[src/rtl/kts_pkg.sv]
// constants, types and state layout of the keypad terminal session parser
package kts_pkg;
    // ---------------------------------------------------------------
    // keys and echo characters
    // ---------------------------------------------------------------
    localparam logic [3:0] KEY_ABORT = 4'h0_00A;
    localparam logic [3:0] KEY_BLANK = 4'h0_00B;
    localparam logic [3:0] KEY_HEAD = 4'h0_00C;
    localparam logic [3:0] KEY_POINT = 4'h0_00D;
    localparam logic [3:0] KEY_MINUS = 4'h0_00E;
    localparam logic [3:0] KEY_FWD = 4'h0_00F;
    localparam logic [3:0] KEY_DIG_MAX = 4'h0_009;
    localparam logic [7:0] CH_ZERO = 8'h0030;
    localparam logic [7:0] CH_SPACE = 8'h0020;
    localparam logic [7:0] CH_HEAD = 8'h0043;
    localparam logic [7:0] CH_POINT = 8'h002E;
    localparam logic [7:0] CH_MINUS = 8'h002D;
    localparam logic [7:0] CH_RETURN = 8'h000D;
    localparam logic [7:0] CH_NEWLINE = 8'h000A;
    // ---------------------------------------------------------------
    // command numbers and entry limits
    // ---------------------------------------------------------------
    localparam logic [5:0] CMD_MIN = 6'h01;
    localparam logic [5:0] CMD_MAX = 6'h28;
    localparam logic [5:0] CMD_CLOSE = 6'h01;
    localparam logic [5:0] CMD_DATA_MSG = 6'h02;
    localparam logic [5:0] CMD_STATUS_MSG = 6'h03;
    localparam logic [5:0] CMD_PARAM_MSG = 6'h04;
    localparam logic [5:0] CMD_AUTO = 6'h0B;
    localparam logic [5:0] CMD_ALARM_LIM = 6'h1A;
    localparam logic [1:0] NUM_DIGITS = 2'h2;
    localparam logic [2:0] PAR_DIGITS = 3'h4;
    localparam int LINE_CHARS = 16;
    // ---------------------------------------------------------------
    // timing
    // ---------------------------------------------------------------
    localparam longint CLK_HZ = 64'd25_000_000;
    localparam longint INACT_TIME_S = 64'd60;
    localparam longint STEP_TIME_MS = 64'd500;
    localparam longint INACT_CYC = INACT_TIME_S * CLK_HZ;
    localparam longint STEP_CYC = (STEP_TIME_MS * CLK_HZ) / 64'd1000;
    // ---------------------------------------------------------------
    // session states
    // ---------------------------------------------------------------
    typedef enum logic [5:0] {
        ST_CLOSED = 6'b00_0001,
        ST_WAIT_TX = 6'b00_0010,
        ST_READY = 6'b00_0100,
        ST_NUM = 6'b00_1000,
        ST_PARAM = 6'b01_0000,
        ST_VIEW = 6'b10_0000
    } kts_state_t;
    typedef struct packed {
        kts_state_t st;
        logic [5:0] num;
        logic [1:0] ndig;
        logic bad;
        logic [1:0] npar;
        logic pfrac;
        logic [2:0] idig;
        logic [2:0] fdig;
        logic [1:0] neg;
        logic [1:0][15:0] pint;
        logic [1:0][15:0] pfr;
        logic auto_mode;
        logic auto_tx_en;
        logic [7:0] line;
        logic back;
        logic cont;
        logic disp_clear;
        logic prompt;
        logic echo_valid;
        logic [7:0] echo_char;
        logic cmd_valid;
        logic view_show;
        logic raw_refresh;
        logic mon_refresh;
    } kts_sess_t;
endpackage

[src/rtl/kts_if.sv]
// interfaces between the session parser and its timers and line splitter
`timescale 1ns/1ps
interface kts_tmr_if;
    logic run;
    logic kick;
    logic expire;
    modport owner (output run, output kick, input expire);
    modport timer (input run, input kick, output expire);
endinterface

interface kts_split_if;
    logic in_valid;
    logic [7:0] in_char;
    logic out_valid;
    logic [7:0] out_char;
    logic out_eol;
    modport owner (output in_valid, output in_char, input out_valid, input out_char,
        input out_eol);
    modport splitter (input in_valid, input in_char, output out_valid, output out_char,
        output out_eol);
endinterface

[src/rtl/kts_session.sv]
// keypad terminal session parser: line control, command entry, line viewing
`timescale 1ns/1ps
module kts_session
    import kts_pkg::*;
#(
    parameter longint INACT_CYCLES = INACT_CYC,
    parameter longint STEP_CYCLES = STEP_CYC
) (
    input wire logic sys_clk,
    input wire logic rst_n,
    input wire logic key_valid,
    input wire logic [3:0] key_code,
    input wire logic auto_tx_busy,
    input wire logic [7:0] resp_lines,
    input wire logic resp_char_valid,
    input wire logic [7:0] resp_char,
    input wire logic timed_measure_cmd_done,
    output logic line_open,
    output logic auto_mode,
    output logic auto_tx_en,
    output logic disp_clear,
    output logic disp_prompt,
    output logic echo_valid,
    output logic [7:0] echo_char,
    output logic cmd_valid,
    output logic [5:0] cmd_num,
    output logic [1:0] cmd_npar,
    output logic [1:0] cmd_neg,
    output logic [31:0] cmd_int,
    output logic [31:0] cmd_frac,
    output logic view_active,
    output logic view_show,
    output logic [7:0] view_line,
    output logic term_valid,
    output logic [7:0] term_char,
    output logic term_eol,
    output logic snap_latest,
    output logic mon_refresh,
    output logic raw_refresh
);
    if (INACT_CYCLES < 1 || INACT_CYCLES > 64'hFFFF_FFFF) begin : g_bad_inact
        $error("kts_session: INACT_CYCLES out of range");
    end
    if (STEP_CYCLES < 1 || STEP_CYCLES > 64'hFFFF_FFFF) begin : g_bad_step
        $error("kts_session: STEP_CYCLES out of range");
    end

    // ---------------------------------------------------------------
    // helpers
    // ---------------------------------------------------------------
    function automatic logic is_digit(input logic [3:0] k);
        return k <= KEY_DIG_MAX;
    endfunction

    function automatic logic [15:0] dec_push(input logic [15:0] v, input logic [3:0] d);
        logic [19:0] t;
        t = 20'(v) * 20'd10 + 20'(d);
        return t[15:0];
    endfunction

    function automatic logic [7:0] key_echo(input logic [3:0] k);
        logic [7:0] c;
        c = CH_ZERO + 8'(k);
        case (k)
            KEY_BLANK: c = CH_SPACE;
            KEY_HEAD: c = CH_HEAD;
            KEY_POINT: c = CH_POINT;
            KEY_MINUS: c = CH_MINUS;
            KEY_FWD: c = CH_RETURN;
            default: c = CH_ZERO + 8'(k);
        endcase
        return c;
    endfunction

    // ---------------------------------------------------------------
    // state and sub-blocks
    // ---------------------------------------------------------------
    kts_sess_t s_q;
    kts_sess_t s_d;

    kts_tmr_if inact_if ();
    kts_tmr_if step_if ();
    kts_split_if split_if ();

    logic is_open;
    logic [7:0] last_line;
    assign is_open = (s_q.st != ST_CLOSED) && (s_q.st != ST_WAIT_TX);
    assign last_line = (resp_lines == 8'h00) ? 8'h00 : resp_lines - 8'h01;

    assign inact_if.run = is_open;
    assign inact_if.kick = key_valid;
    assign step_if.run = (s_q.st == ST_VIEW) && s_q.cont;
    assign step_if.kick = key_valid;
    assign split_if.in_valid = resp_char_valid;
    assign split_if.in_char = resp_char;

    kts_timer #(
        .CYCLES(32'(INACT_CYCLES))
    ) u_inact (
        .sys_clk(sys_clk),
        .rst_n(rst_n),
        .tif(inact_if)
    );

    kts_timer #(
        .CYCLES(32'(STEP_CYCLES))
    ) u_step (
        .sys_clk(sys_clk),
        .rst_n(rst_n),
        .tif(step_if)
    );

    kts_splitter #(
        .WIDTH(LINE_CHARS)
    ) u_split (
        .sys_clk(sys_clk),
        .rst_n(rst_n),
        .sif(split_if)
    );

    // ---------------------------------------------------------------
    // next state
    // ---------------------------------------------------------------
    always_comb begin
        logic fin;
        logic bad;
        logic cur;
        logic multi;
        logic [15:0] nv;
        nv = 16'h0000;
        fin = 1'b0;
        bad = s_q.bad;
        cur = s_q.npar[1];
        multi = 1'b0;
        s_d = s_q;
        s_d.disp_clear = 1'b0;
        s_d.prompt = 1'b0;
        s_d.echo_valid = 1'b0;
        s_d.cmd_valid = 1'b0;
        s_d.view_show = 1'b0;
        // maintenance mode keeps automatic output off
        s_d.auto_tx_en = !is_open && s_q.auto_mode;
        // raw table follows a timed measurement only in maintenance
        s_d.raw_refresh = timed_measure_cmd_done && !s_q.auto_mode;
        s_d.mon_refresh = !s_q.auto_mode;
        if (key_valid && (s_q.st == ST_NUM || s_q.st == ST_PARAM)) begin
            // letter keys except abort echoed as command symbols
            s_d.echo_valid = (key_code != KEY_ABORT);
            s_d.echo_char = key_echo(key_code);
        end
        case (s_q.st)
            ST_CLOSED: begin
                // only the forward key is seen
                if (key_valid && key_code == KEY_FWD) begin
                    if (auto_tx_busy) begin
                        s_d.st = ST_WAIT_TX;
                    end else begin
                        s_d.st = ST_READY;
                        s_d.prompt = 1'b1;
                    end
                end
            end
            ST_WAIT_TX: begin
                if (!auto_tx_busy) begin
                    s_d.st = ST_READY;
                    s_d.prompt = 1'b1;
                end
            end
            ST_READY: begin
                if (key_valid && key_code == KEY_HEAD) begin
                    s_d.st = ST_NUM;
                    s_d.echo_valid = 1'b1;
                    s_d.echo_char = key_echo(key_code);
                    s_d.num = 6'h00;
                    s_d.ndig = 2'h0;
                    s_d.bad = 1'b0;
                    s_d.npar = 2'h0;
                    s_d.neg = 2'h0;
                    s_d.pint = '0;
                    s_d.pfr = '0;
                end
            end
            ST_NUM: begin
                if (key_valid) begin
                    if (is_digit(key_code)) begin
                        if (s_q.ndig == NUM_DIGITS) begin
                            s_d.bad = 1'b1;
                        end else begin
                            nv = dec_push(16'(s_q.num), key_code);
                            // a number past the table must not wrap into range
                            s_d.bad = s_q.bad || (nv > 16'(CMD_MAX));
                            s_d.num = 6'(nv);
                            s_d.ndig = s_q.ndig + 2'h1;
                        end
                    end else if (key_code == KEY_BLANK) begin
                        s_d.bad = s_q.bad || (s_q.ndig == 2'h0);
                        s_d.st = ST_PARAM;
                        s_d.npar = 2'h1;
                        s_d.pfrac = 1'b0;
                        s_d.idig = 3'h0;
                        s_d.fdig = 3'h0;
                    end else if (key_code == KEY_FWD) begin
                        fin = 1'b1;
                        bad = s_q.bad || (s_q.ndig == 2'h0);
                    end else begin
                        // abort or stray letter spoils the line
                        s_d.bad = 1'b1;
                    end
                end
            end
            ST_PARAM: begin
                if (key_valid) begin
                    if (is_digit(key_code) && !s_q.pfrac) begin
                        if (s_q.idig == PAR_DIGITS) begin
                            s_d.bad = 1'b1;
                        end else begin
                            s_d.pint[cur] = dec_push(s_q.pint[cur], key_code);
                            s_d.idig = s_q.idig + 3'h1;
                        end
                    end else if (is_digit(key_code)) begin
                        if (s_q.fdig == PAR_DIGITS) begin
                            s_d.bad = 1'b1;
                        end else begin
                            s_d.pfr[cur] = dec_push(s_q.pfr[cur], key_code);
                            s_d.fdig = s_q.fdig + 3'h1;
                        end
                    end else if (key_code == KEY_MINUS) begin
                        s_d.bad = s_q.bad || s_q.neg[cur] || s_q.idig != 3'h0 || s_q.pfrac;
                        s_d.neg[cur] = 1'b1;
                    end else if (key_code == KEY_POINT) begin
                        s_d.bad = s_q.bad || s_q.pfrac || s_q.idig == 3'h0;
                        s_d.pfrac = 1'b1;
                    end else if (key_code == KEY_BLANK || key_code == KEY_FWD) begin
                        bad = s_q.bad || s_q.idig == 3'h0 || (s_q.pfrac && s_q.fdig == 3'h0);
                        if (key_code == KEY_FWD) begin
                            fin = 1'b1;
                        end else begin
                            // a third parameter is not part of the format
                            s_d.bad = bad || cur;
                            s_d.npar = 2'h2;
                            s_d.pfrac = 1'b0;
                            s_d.idig = 3'h0;
                            s_d.fdig = 3'h0;
                        end
                    end else begin
                        s_d.bad = 1'b1;
                    end
                end
            end
            ST_VIEW: begin
                if (key_valid) begin
                    case (key_code)
                        KEY_ABORT: begin
                            s_d.st = ST_READY;
                            s_d.prompt = 1'b1;
                            s_d.cont = 1'b0;
                        end
                        KEY_BLANK: begin
                            s_d.back = 1'b1;
                            s_d.cont = 1'b0;
                            if (s_q.line != 8'h00) begin
                                s_d.line = s_q.line - 8'h01;
                                s_d.view_show = 1'b1;
                            end
                        end
                        KEY_FWD: begin
                            s_d.back = 1'b0;
                            s_d.cont = 1'b0;
                            if (s_q.line < last_line) begin
                                s_d.line = s_q.line + 8'h01;
                                s_d.view_show = 1'b1;
                            end
                        end
                        KEY_HEAD: begin
                            s_d.cont = 1'b1;
                        end
                        default: begin
                            s_d.cont = s_q.cont;
                        end
                    endcase
                end else if (step_if.expire) begin
                    // paced step, stops at either end
                    if (s_q.back && s_q.line != 8'h00) begin
                        s_d.line = s_q.line - 8'h01;
                        s_d.view_show = 1'b1;
                    end else if (!s_q.back && s_q.line < last_line) begin
                        s_d.line = s_q.line + 8'h01;
                        s_d.view_show = 1'b1;
                    end else begin
                        s_d.cont = 1'b0;
                    end
                end
            end
            default: begin
                s_d.st = ST_CLOSED;
            end
        endcase
        if (fin) begin
            s_d.st = ST_READY;
            // reject malformed or out of range
            if (bad || s_q.num < CMD_MIN || s_q.num > CMD_MAX) begin
                s_d.prompt = 1'b1;
            end else begin
                s_d.cmd_valid = 1'b1;
                multi = (s_q.num == CMD_DATA_MSG) || (s_q.num == CMD_STATUS_MSG) ||
                    (s_q.num == CMD_PARAM_MSG) || (s_q.num == CMD_ALARM_LIM);
                if (s_q.num == CMD_CLOSE) begin
                    s_d.st = ST_CLOSED;
                end else if (multi) begin
                    s_d.st = ST_VIEW;
                    s_d.disp_clear = 1'b1;
                    s_d.view_show = 1'b1;
                    s_d.line = 8'h00;
                    s_d.back = 1'b0;
                    s_d.cont = 1'b0;
                end else begin
                    s_d.prompt = 1'b1;
                    if (s_q.num == CMD_AUTO && s_q.npar == 2'h1 && s_q.pint[0] <= 16'h0001) begin
                        s_d.auto_mode = s_q.pint[0][0];
                    end
                end
            end
        end
        // inactivity close, a key in the same cycle wins
        if (is_open && inact_if.expire && !key_valid) begin
            s_d.st = ST_CLOSED;
            s_d.cont = 1'b0;
            s_d.prompt = 1'b0;
        end
    end

    always_ff @(posedge sys_clk) begin
        if (!rst_n) begin
            s_q <= '0;
            s_q.st <= ST_CLOSED;
            s_q.auto_mode <= 1'b1;
        end else begin
            s_q <= s_d;
        end
    end

    // ---------------------------------------------------------------
    // outputs
    // ---------------------------------------------------------------
    // automatic mode serves the latest finished measurement
    assign snap_latest = s_q.auto_mode;
    assign line_open = (s_q.st != ST_CLOSED) && (s_q.st != ST_WAIT_TX);
    assign auto_mode = s_q.auto_mode;
    assign auto_tx_en = s_q.auto_tx_en;
    assign disp_clear = s_q.disp_clear;
    assign disp_prompt = s_q.prompt;
    assign echo_valid = s_q.echo_valid;
    assign echo_char = s_q.echo_char;
    assign cmd_valid = s_q.cmd_valid;
    assign cmd_num = s_q.num;
    assign cmd_npar = s_q.npar;
    assign cmd_neg = s_q.neg;
    assign cmd_int = s_q.pint;
    assign cmd_frac = s_q.pfr;
    assign view_active = (s_q.st == ST_VIEW);
    assign view_show = s_q.view_show;
    assign view_line = s_q.line;
    assign term_valid = split_if.out_valid;
    assign term_char = split_if.out_char;
    assign term_eol = split_if.out_eol;
    assign mon_refresh = s_q.mon_refresh;
    assign raw_refresh = s_q.raw_refresh;
endmodule

[src/rtl/kts_splitter.sv]
// breaks the response character stream into display-width groups
`timescale 1ns/1ps
module kts_splitter
    import kts_pkg::*;
#(
    parameter int WIDTH = LINE_CHARS
) (
    input wire logic sys_clk,
    input wire logic rst_n,
    kts_split_if.splitter sif
);
    if (WIDTH < 1 || WIDTH > 255) begin : g_bad_width
        $error("kts_splitter: WIDTH out of range");
    end

    typedef struct packed {
        logic [7:0] cnt;
        logic out_valid;
        logic [7:0] out_char;
        logic out_eol;
    } kts_spl_t;

    kts_spl_t s_q;
    kts_spl_t s_d;

    assign sif.out_valid = s_q.out_valid;
    assign sif.out_char = s_q.out_char;
    assign sif.out_eol = s_q.out_eol;

    always_comb begin
        s_d = s_q;
        s_d.out_valid = 1'b0;
        s_d.out_eol = 1'b0;
        if (sif.in_valid) begin
            if (sif.in_char == CH_NEWLINE) begin
                // a source line end closes the group without a character
                s_d.out_eol = 1'b1;
                s_d.cnt = 8'h00;
            end else begin
                s_d.out_valid = 1'b1;
                s_d.out_char = sif.in_char;
                if (s_q.cnt == 8'(WIDTH - 1)) begin
                    s_d.out_eol = 1'b1;
                    s_d.cnt = 8'h00;
                end else begin
                    s_d.cnt = s_q.cnt + 8'h01;
                end
            end
        end
    end

    always_ff @(posedge sys_clk) begin
        if (!rst_n) begin
            s_q <= '0;
        end else begin
            s_q <= s_d;
        end
    end
endmodule

[src/rtl/kts_timer.sv]
// cycle-count interval timer with restart, used for timeout and stepping
`timescale 1ns/1ps
module kts_timer
    import kts_pkg::*;
#(
    parameter int unsigned CYCLES = 32'd1000
) (
    input wire logic sys_clk,
    input wire logic rst_n,
    kts_tmr_if.timer tif
);
    if (CYCLES < 1) begin : g_bad_cycles
        $error("kts_timer: CYCLES must be at least one");
    end

    typedef struct packed {
        logic [31:0] cnt;
        logic expire;
    } kts_tmr_t;

    kts_tmr_t s_q;
    kts_tmr_t s_d;

    assign tif.expire = s_q.expire;

    // ---------------------------------------------------------------
    // counter
    // ---------------------------------------------------------------
    always_comb begin
        s_d = s_q;
        s_d.expire = 1'b0;
        if (tif.kick || !tif.run) begin
            s_d.cnt = 32'h0000_0000;
        end else if (s_q.cnt == CYCLES - 32'd1) begin
            s_d.cnt = 32'h0000_0000;
            s_d.expire = 1'b1;
        end else begin
            s_d.cnt = s_q.cnt + 32'h0000_0001;
        end
    end

    always_ff @(posedge sys_clk) begin
        if (!rst_n) begin
            s_q <= '0;
        end else begin
            s_q <= s_d;
        end
    end
endmodule

[config.mk]
export PLATFORM = sky130hd
export DESIGN_NAME = kts_session
export DESIGN_NICKNAME = d
export VERILOG_FILES = /design/src/rtl/kts_pkg.sv /design/src/rtl/kts_if.sv /design/src/rtl/kts_session.sv /design/src/rtl/kts_splitter.sv /design/src/rtl/kts_timer.sv
export SDC_FILE = /design/constraint.sdc
export NUM_CORES = 1
export LEC_CHECK = 0
export ABC_AREA = 1
export BUFFER_PORTS_ARGS = -buffer_cell sky130_fd_sc_hd__buf_2
export CAP_MARGIN = 20
export CORE_MARGIN = 5
export CORE_UTILIZATION = 49
export DETAILED_ROUTE_END_ITERATION = 8
export GPL_TIMING_DRIVEN = 0
export HOLD_SLACK_MARGIN = 0.03
export PLACE_DENSITY = 0.69
export SLEW_MARGIN = 20
export SYNTH_ARGS = -nofsm -noshare
export SYNTH_HDL_FRONTEND = slang
export SYNTH_SLANG_ARGS = --single-unit
[constraint.sdc]
create_clock -name sys_clk -period 3.2 [get_ports sys_clk]
set_input_delay 0 -clock sys_clk [delete_from_list [all_inputs] [get_ports sys_clk]]
set_output_delay 0 -clock sys_clk [all_outputs]
set_load 0.02 [all_outputs]
==> flow_summary.yaml <==
outcome:
  status: "finished, final reports clean"
placed_design:
  place_area_um2: 15000
  place_hpwl_um: 29300
  gp_congestion: 0.959
  portBuffers: 136
  dpl.cell_count: 2531
drt:
  via_count: 13800
  vias_per_cell: 5.26
  wl_per_cell_um: 15.3
  final_antenna_net_count: 0
  drt-initial-drc-count: 1090
  drc: 0
  drtPass1Iterations: 5
  routed_wl_um: 39900
clock_tree:
  ctsHtreeMaxLevel: 1
  cts_tree: "done"
  path_clk_slew_ns: 0.06
  root_buffer: "clkbuf_16"
  cts_max_path_buffers: 3
  cts_buffers: 24
  cts_sinks: 201
  clock_latency_ns: 0.54
global_route:
  grt_overflow: 0
  grt_max_degree: 14
  antenna_found_initial: 0
  gr-usage-all-layers_pct: 24.0
  grt_pass1_wl_um: 62800
  grt_pass1_vias: 12800
floorplanning:
  core-area_um2: 27900
  fp.dieArea_um2: 31700
  ios: 138
  dieWidth_um: 178
  die_y_um: 178
  initial_core_util_pct: 49.7
  row_count: 61
sta:
  max_freq_mhz: 314
  clock_skew_ns: 0.0190
  rsz0062_at_grt: "true"
  worst_slew_pin_slew_ns: 0.787
  post-route-min-period_ns: 3.19
  drv_slew: 0
  fin_crit_sh_pct: 99.6
  hold_violations: 0
  setup_viol: 0
  setup_tns_ns: 0
  relSlewSlack_pct: 47.5
cells_and_area:
  final_common_cell: "nand2_1"
  drive_gt1_share_pct: 22.4
  fin_area_um2: 16800
  mostFrequentLayoutCells: "438 x nand2_1, 230 x inv_1, 200 x dfxtp_1"
  stdcell_count: 2617
  syn_to_final_growth_pct: 21.6
  fin_nets: 2338
  num_antenna_cells: 0
synthesis:
  ys_top_cells_by_area: "dfxtp_1 29%, nand2_1 12%, ha_1 7.5%, inv_1 6.5%, a21oi_1 6.5%"
  syn_area_per_cell_um2: 6.87
  ys_types: 61
  yosys.area.top_type: "dfxtp_1"
  synthesis.nets: 2132
  syn_area_um2: 13900
  ys.flop_type: "dfxtp_1"
  synth_edf_count: 0
  netlist_instances: 2017
  yosys_register_bits: 201
  yosys_warnings: 0
  async_flop_share_pct: 0
  ys_seq_area_share_pct: 29.0
  synth_top_area_share_pct: 29.0
worst_setup_path:
  worstPathRequired_ns: 3.59
  cpMostUsedCell: "nand2_1"
  worstPathArrival_ns: 3.57
  cp_slowest_cell: "fa_2"
  endpoint_kind: "register"
  slowest_delay_ns: 0.43
  critical_path_buf_inv_count: 4
  critPathKind: "reg -> reg"
  crit_chain: "clkbuf_16, clkbuf_16, nand2_1, nand2_2, ha_4, inv_1, fa_2, xnor2_2, inv_2, nor4_4, nand2_1, nor2_2, nand2_2, nor2_2, nand2_1, nand2_1, nand2_2, nand2_1, a21oi_1"
  worstPathMaxFanout: 5
  startpoint_type: "register"
  crit_family: "simple AND/OR/NAND/NOR gates"
worst_hold_path:
  holdCritPathClass: "in -> reg"
power:
  power.leakage_nw: 7.61
  p_per_area_nw_per_um2: 404
  clock_power_share_pct: 42.1
  ir_worst_vdd_uv: 368
  pwr-share-comb_pct: 18.8
  internal-power_w: 0.00473
  switching_power_w: 0.00208
  pwr-share-seq_pct: 39.2
  switching_share_pct: 30.5
run:
  cap_violations: 0
metal layers:
| metal | vias up | routed length [um] | track usage, % |
|---|---|---|---|
| met5 | - | 0 | 0 |
| met1 | 6308 | 18000 | 33.4 |
| li1 | 6928 | - | - |
| met4 | 0 | 1200 | 7.77 |
| met2 | 429 | 18200 | 38.9 |
| met3 | 90 | 2560 | 2.67 |
synth_stat cells, types with 3 or more instances:
master and n:
xor2_1 47, o21ai_1 4, nor4_1 15, o21a_1 7
a21o_1 3, o21ai_0 78, inv_1 239, nand2_2 11
nor3_1 45, dfxtp_1 201, nand3_1 122, a31oi_1 8
nand4_1 44, o211ai_1 5, a21oi_1 179, a211oi_1 15
xnor2_1 20, buf_2 7, fa_1 6, ha_1 83
clkbuf_1 26, inv_2 10, or2_2 8, nor2_1 170
nor2_2 15, buf_4 104, a22oi_1 5, o21bai_1 7
nor3b_1 7, nor3_2 3, nand2_1 458, nor2_4 12
nand3b_1 7, buf_6 5, clkinv_1 6, nand4_2 4
worst register-to-register path, stage by stage, from the launching register on:
cell and delay, ns:
dfxtp_4 0.37, clkbuf_16 0.16, clkbuf_16 0.17, nand2_1 0.08
nand2_2 0.11, ha_4 0.29, inv_1 0.05, fa_2 0.43
xnor2_2 0.22, inv_2 0.08, nor4_4 0.29, nand2_1 0.10
nor2_2 0.16, nand2_2 0.09, nor2_2 0.12, nand2_1 0.06
nand2_1 0.07, nand2_2 0.07, nand2_1 0.06, a21oi_1 0.05
registers in the layout (all words and copies together) (netlist names), 8 cells and up:
signal                flops
cmd_int                  32
u_split.s_q               8
cmd_frac                 32
u_inact.s_q              32
view_line                 8
u_step.s_q               32
s_q                      18
u_split.sif.out_char      8
echo_char                 8
timing repair:
item                                    CTS  global route
cloned                                    0             2
resized for setup                        46            96
endpoints found under the setup margin   42            31
buffers inserted                         14            11
hold buffers                             18             0
endpoints found under the hold margin    34             0
pin swaps                                15            38
power by group through the flow:
stage,clock [W],sequential [W],combinational (W)
2_1_floorplan,0,0.00271,0.000844
5_1_grt,0.00300,0.00268,0.00141
6_report,0.00286,0.00267,0.00128
4_1_cts,0.00291,0.00266,0.00125
3_3_place_gp,0,0.00271,0.00118
3_5_place_dp,0,0.00272,0.00119
through the flow:
| step | worst slack [ns] | utilization, % | power, W | hold WS (ns) |
|---|---|---|---|---|
| global placement | -0.897 | 53.9 | 0.00390 | 0.251 |
| global route | -0.172 | 60.5 | 0.00709 | 0.0879 |
| finish | 0.0138 | 60.5 | 0.00680 | 0.0536 |
| CTS | 0.00722 | 58.6 | 0.00682 | 0.0370 |
| floorplan | 0.00444 | - | 0.00355 | 0.135 |
| detailed placement | -0.956 | 53.9 | 0.00391 | 0.252 |
final cells by class:
class                           count  area (um^2)
Buffer                            142         1030
Clock buffer                       31          667
Clock inverter                     11          153
Fill cell                        2593        11000
Inverter                          255          965
Multi-Input combinational cell   1418         8430
Sequential cell                   201         4030
Tap cell                          378          473
Timing Repair Buffer              181         1100
worst paths after layout:
kind                startpoint            to  slack, ns  cells past startpoint
setup reg to reg   cmd_npar[1]  cmd_frac[30]       0.01                     19
hold reg to reg   echo_char[7]  echo_char[7]       0.45                      2
setup / recovery   cmd_npar[1]  cmd_frac[30]       0.01                     19
hold / removal     key_code[3]  echo_char[2]       0.05                      4
cell families (layout without fill, tap and decap cells):
kind of cell	Yosys count	after routing	synth area share (%)
AND/OR/NAND/NOR	935	935	31.0
flip-flops	201	201	29.0
adder cells (fa/ha/maj)	89	89	8.36
buffers and inverters	398	620	13.9
AO/OA/AOI/OAI	324	324	13.1
XOR/XNOR	70	70	4.59
(Power assumes the default switching activity.)
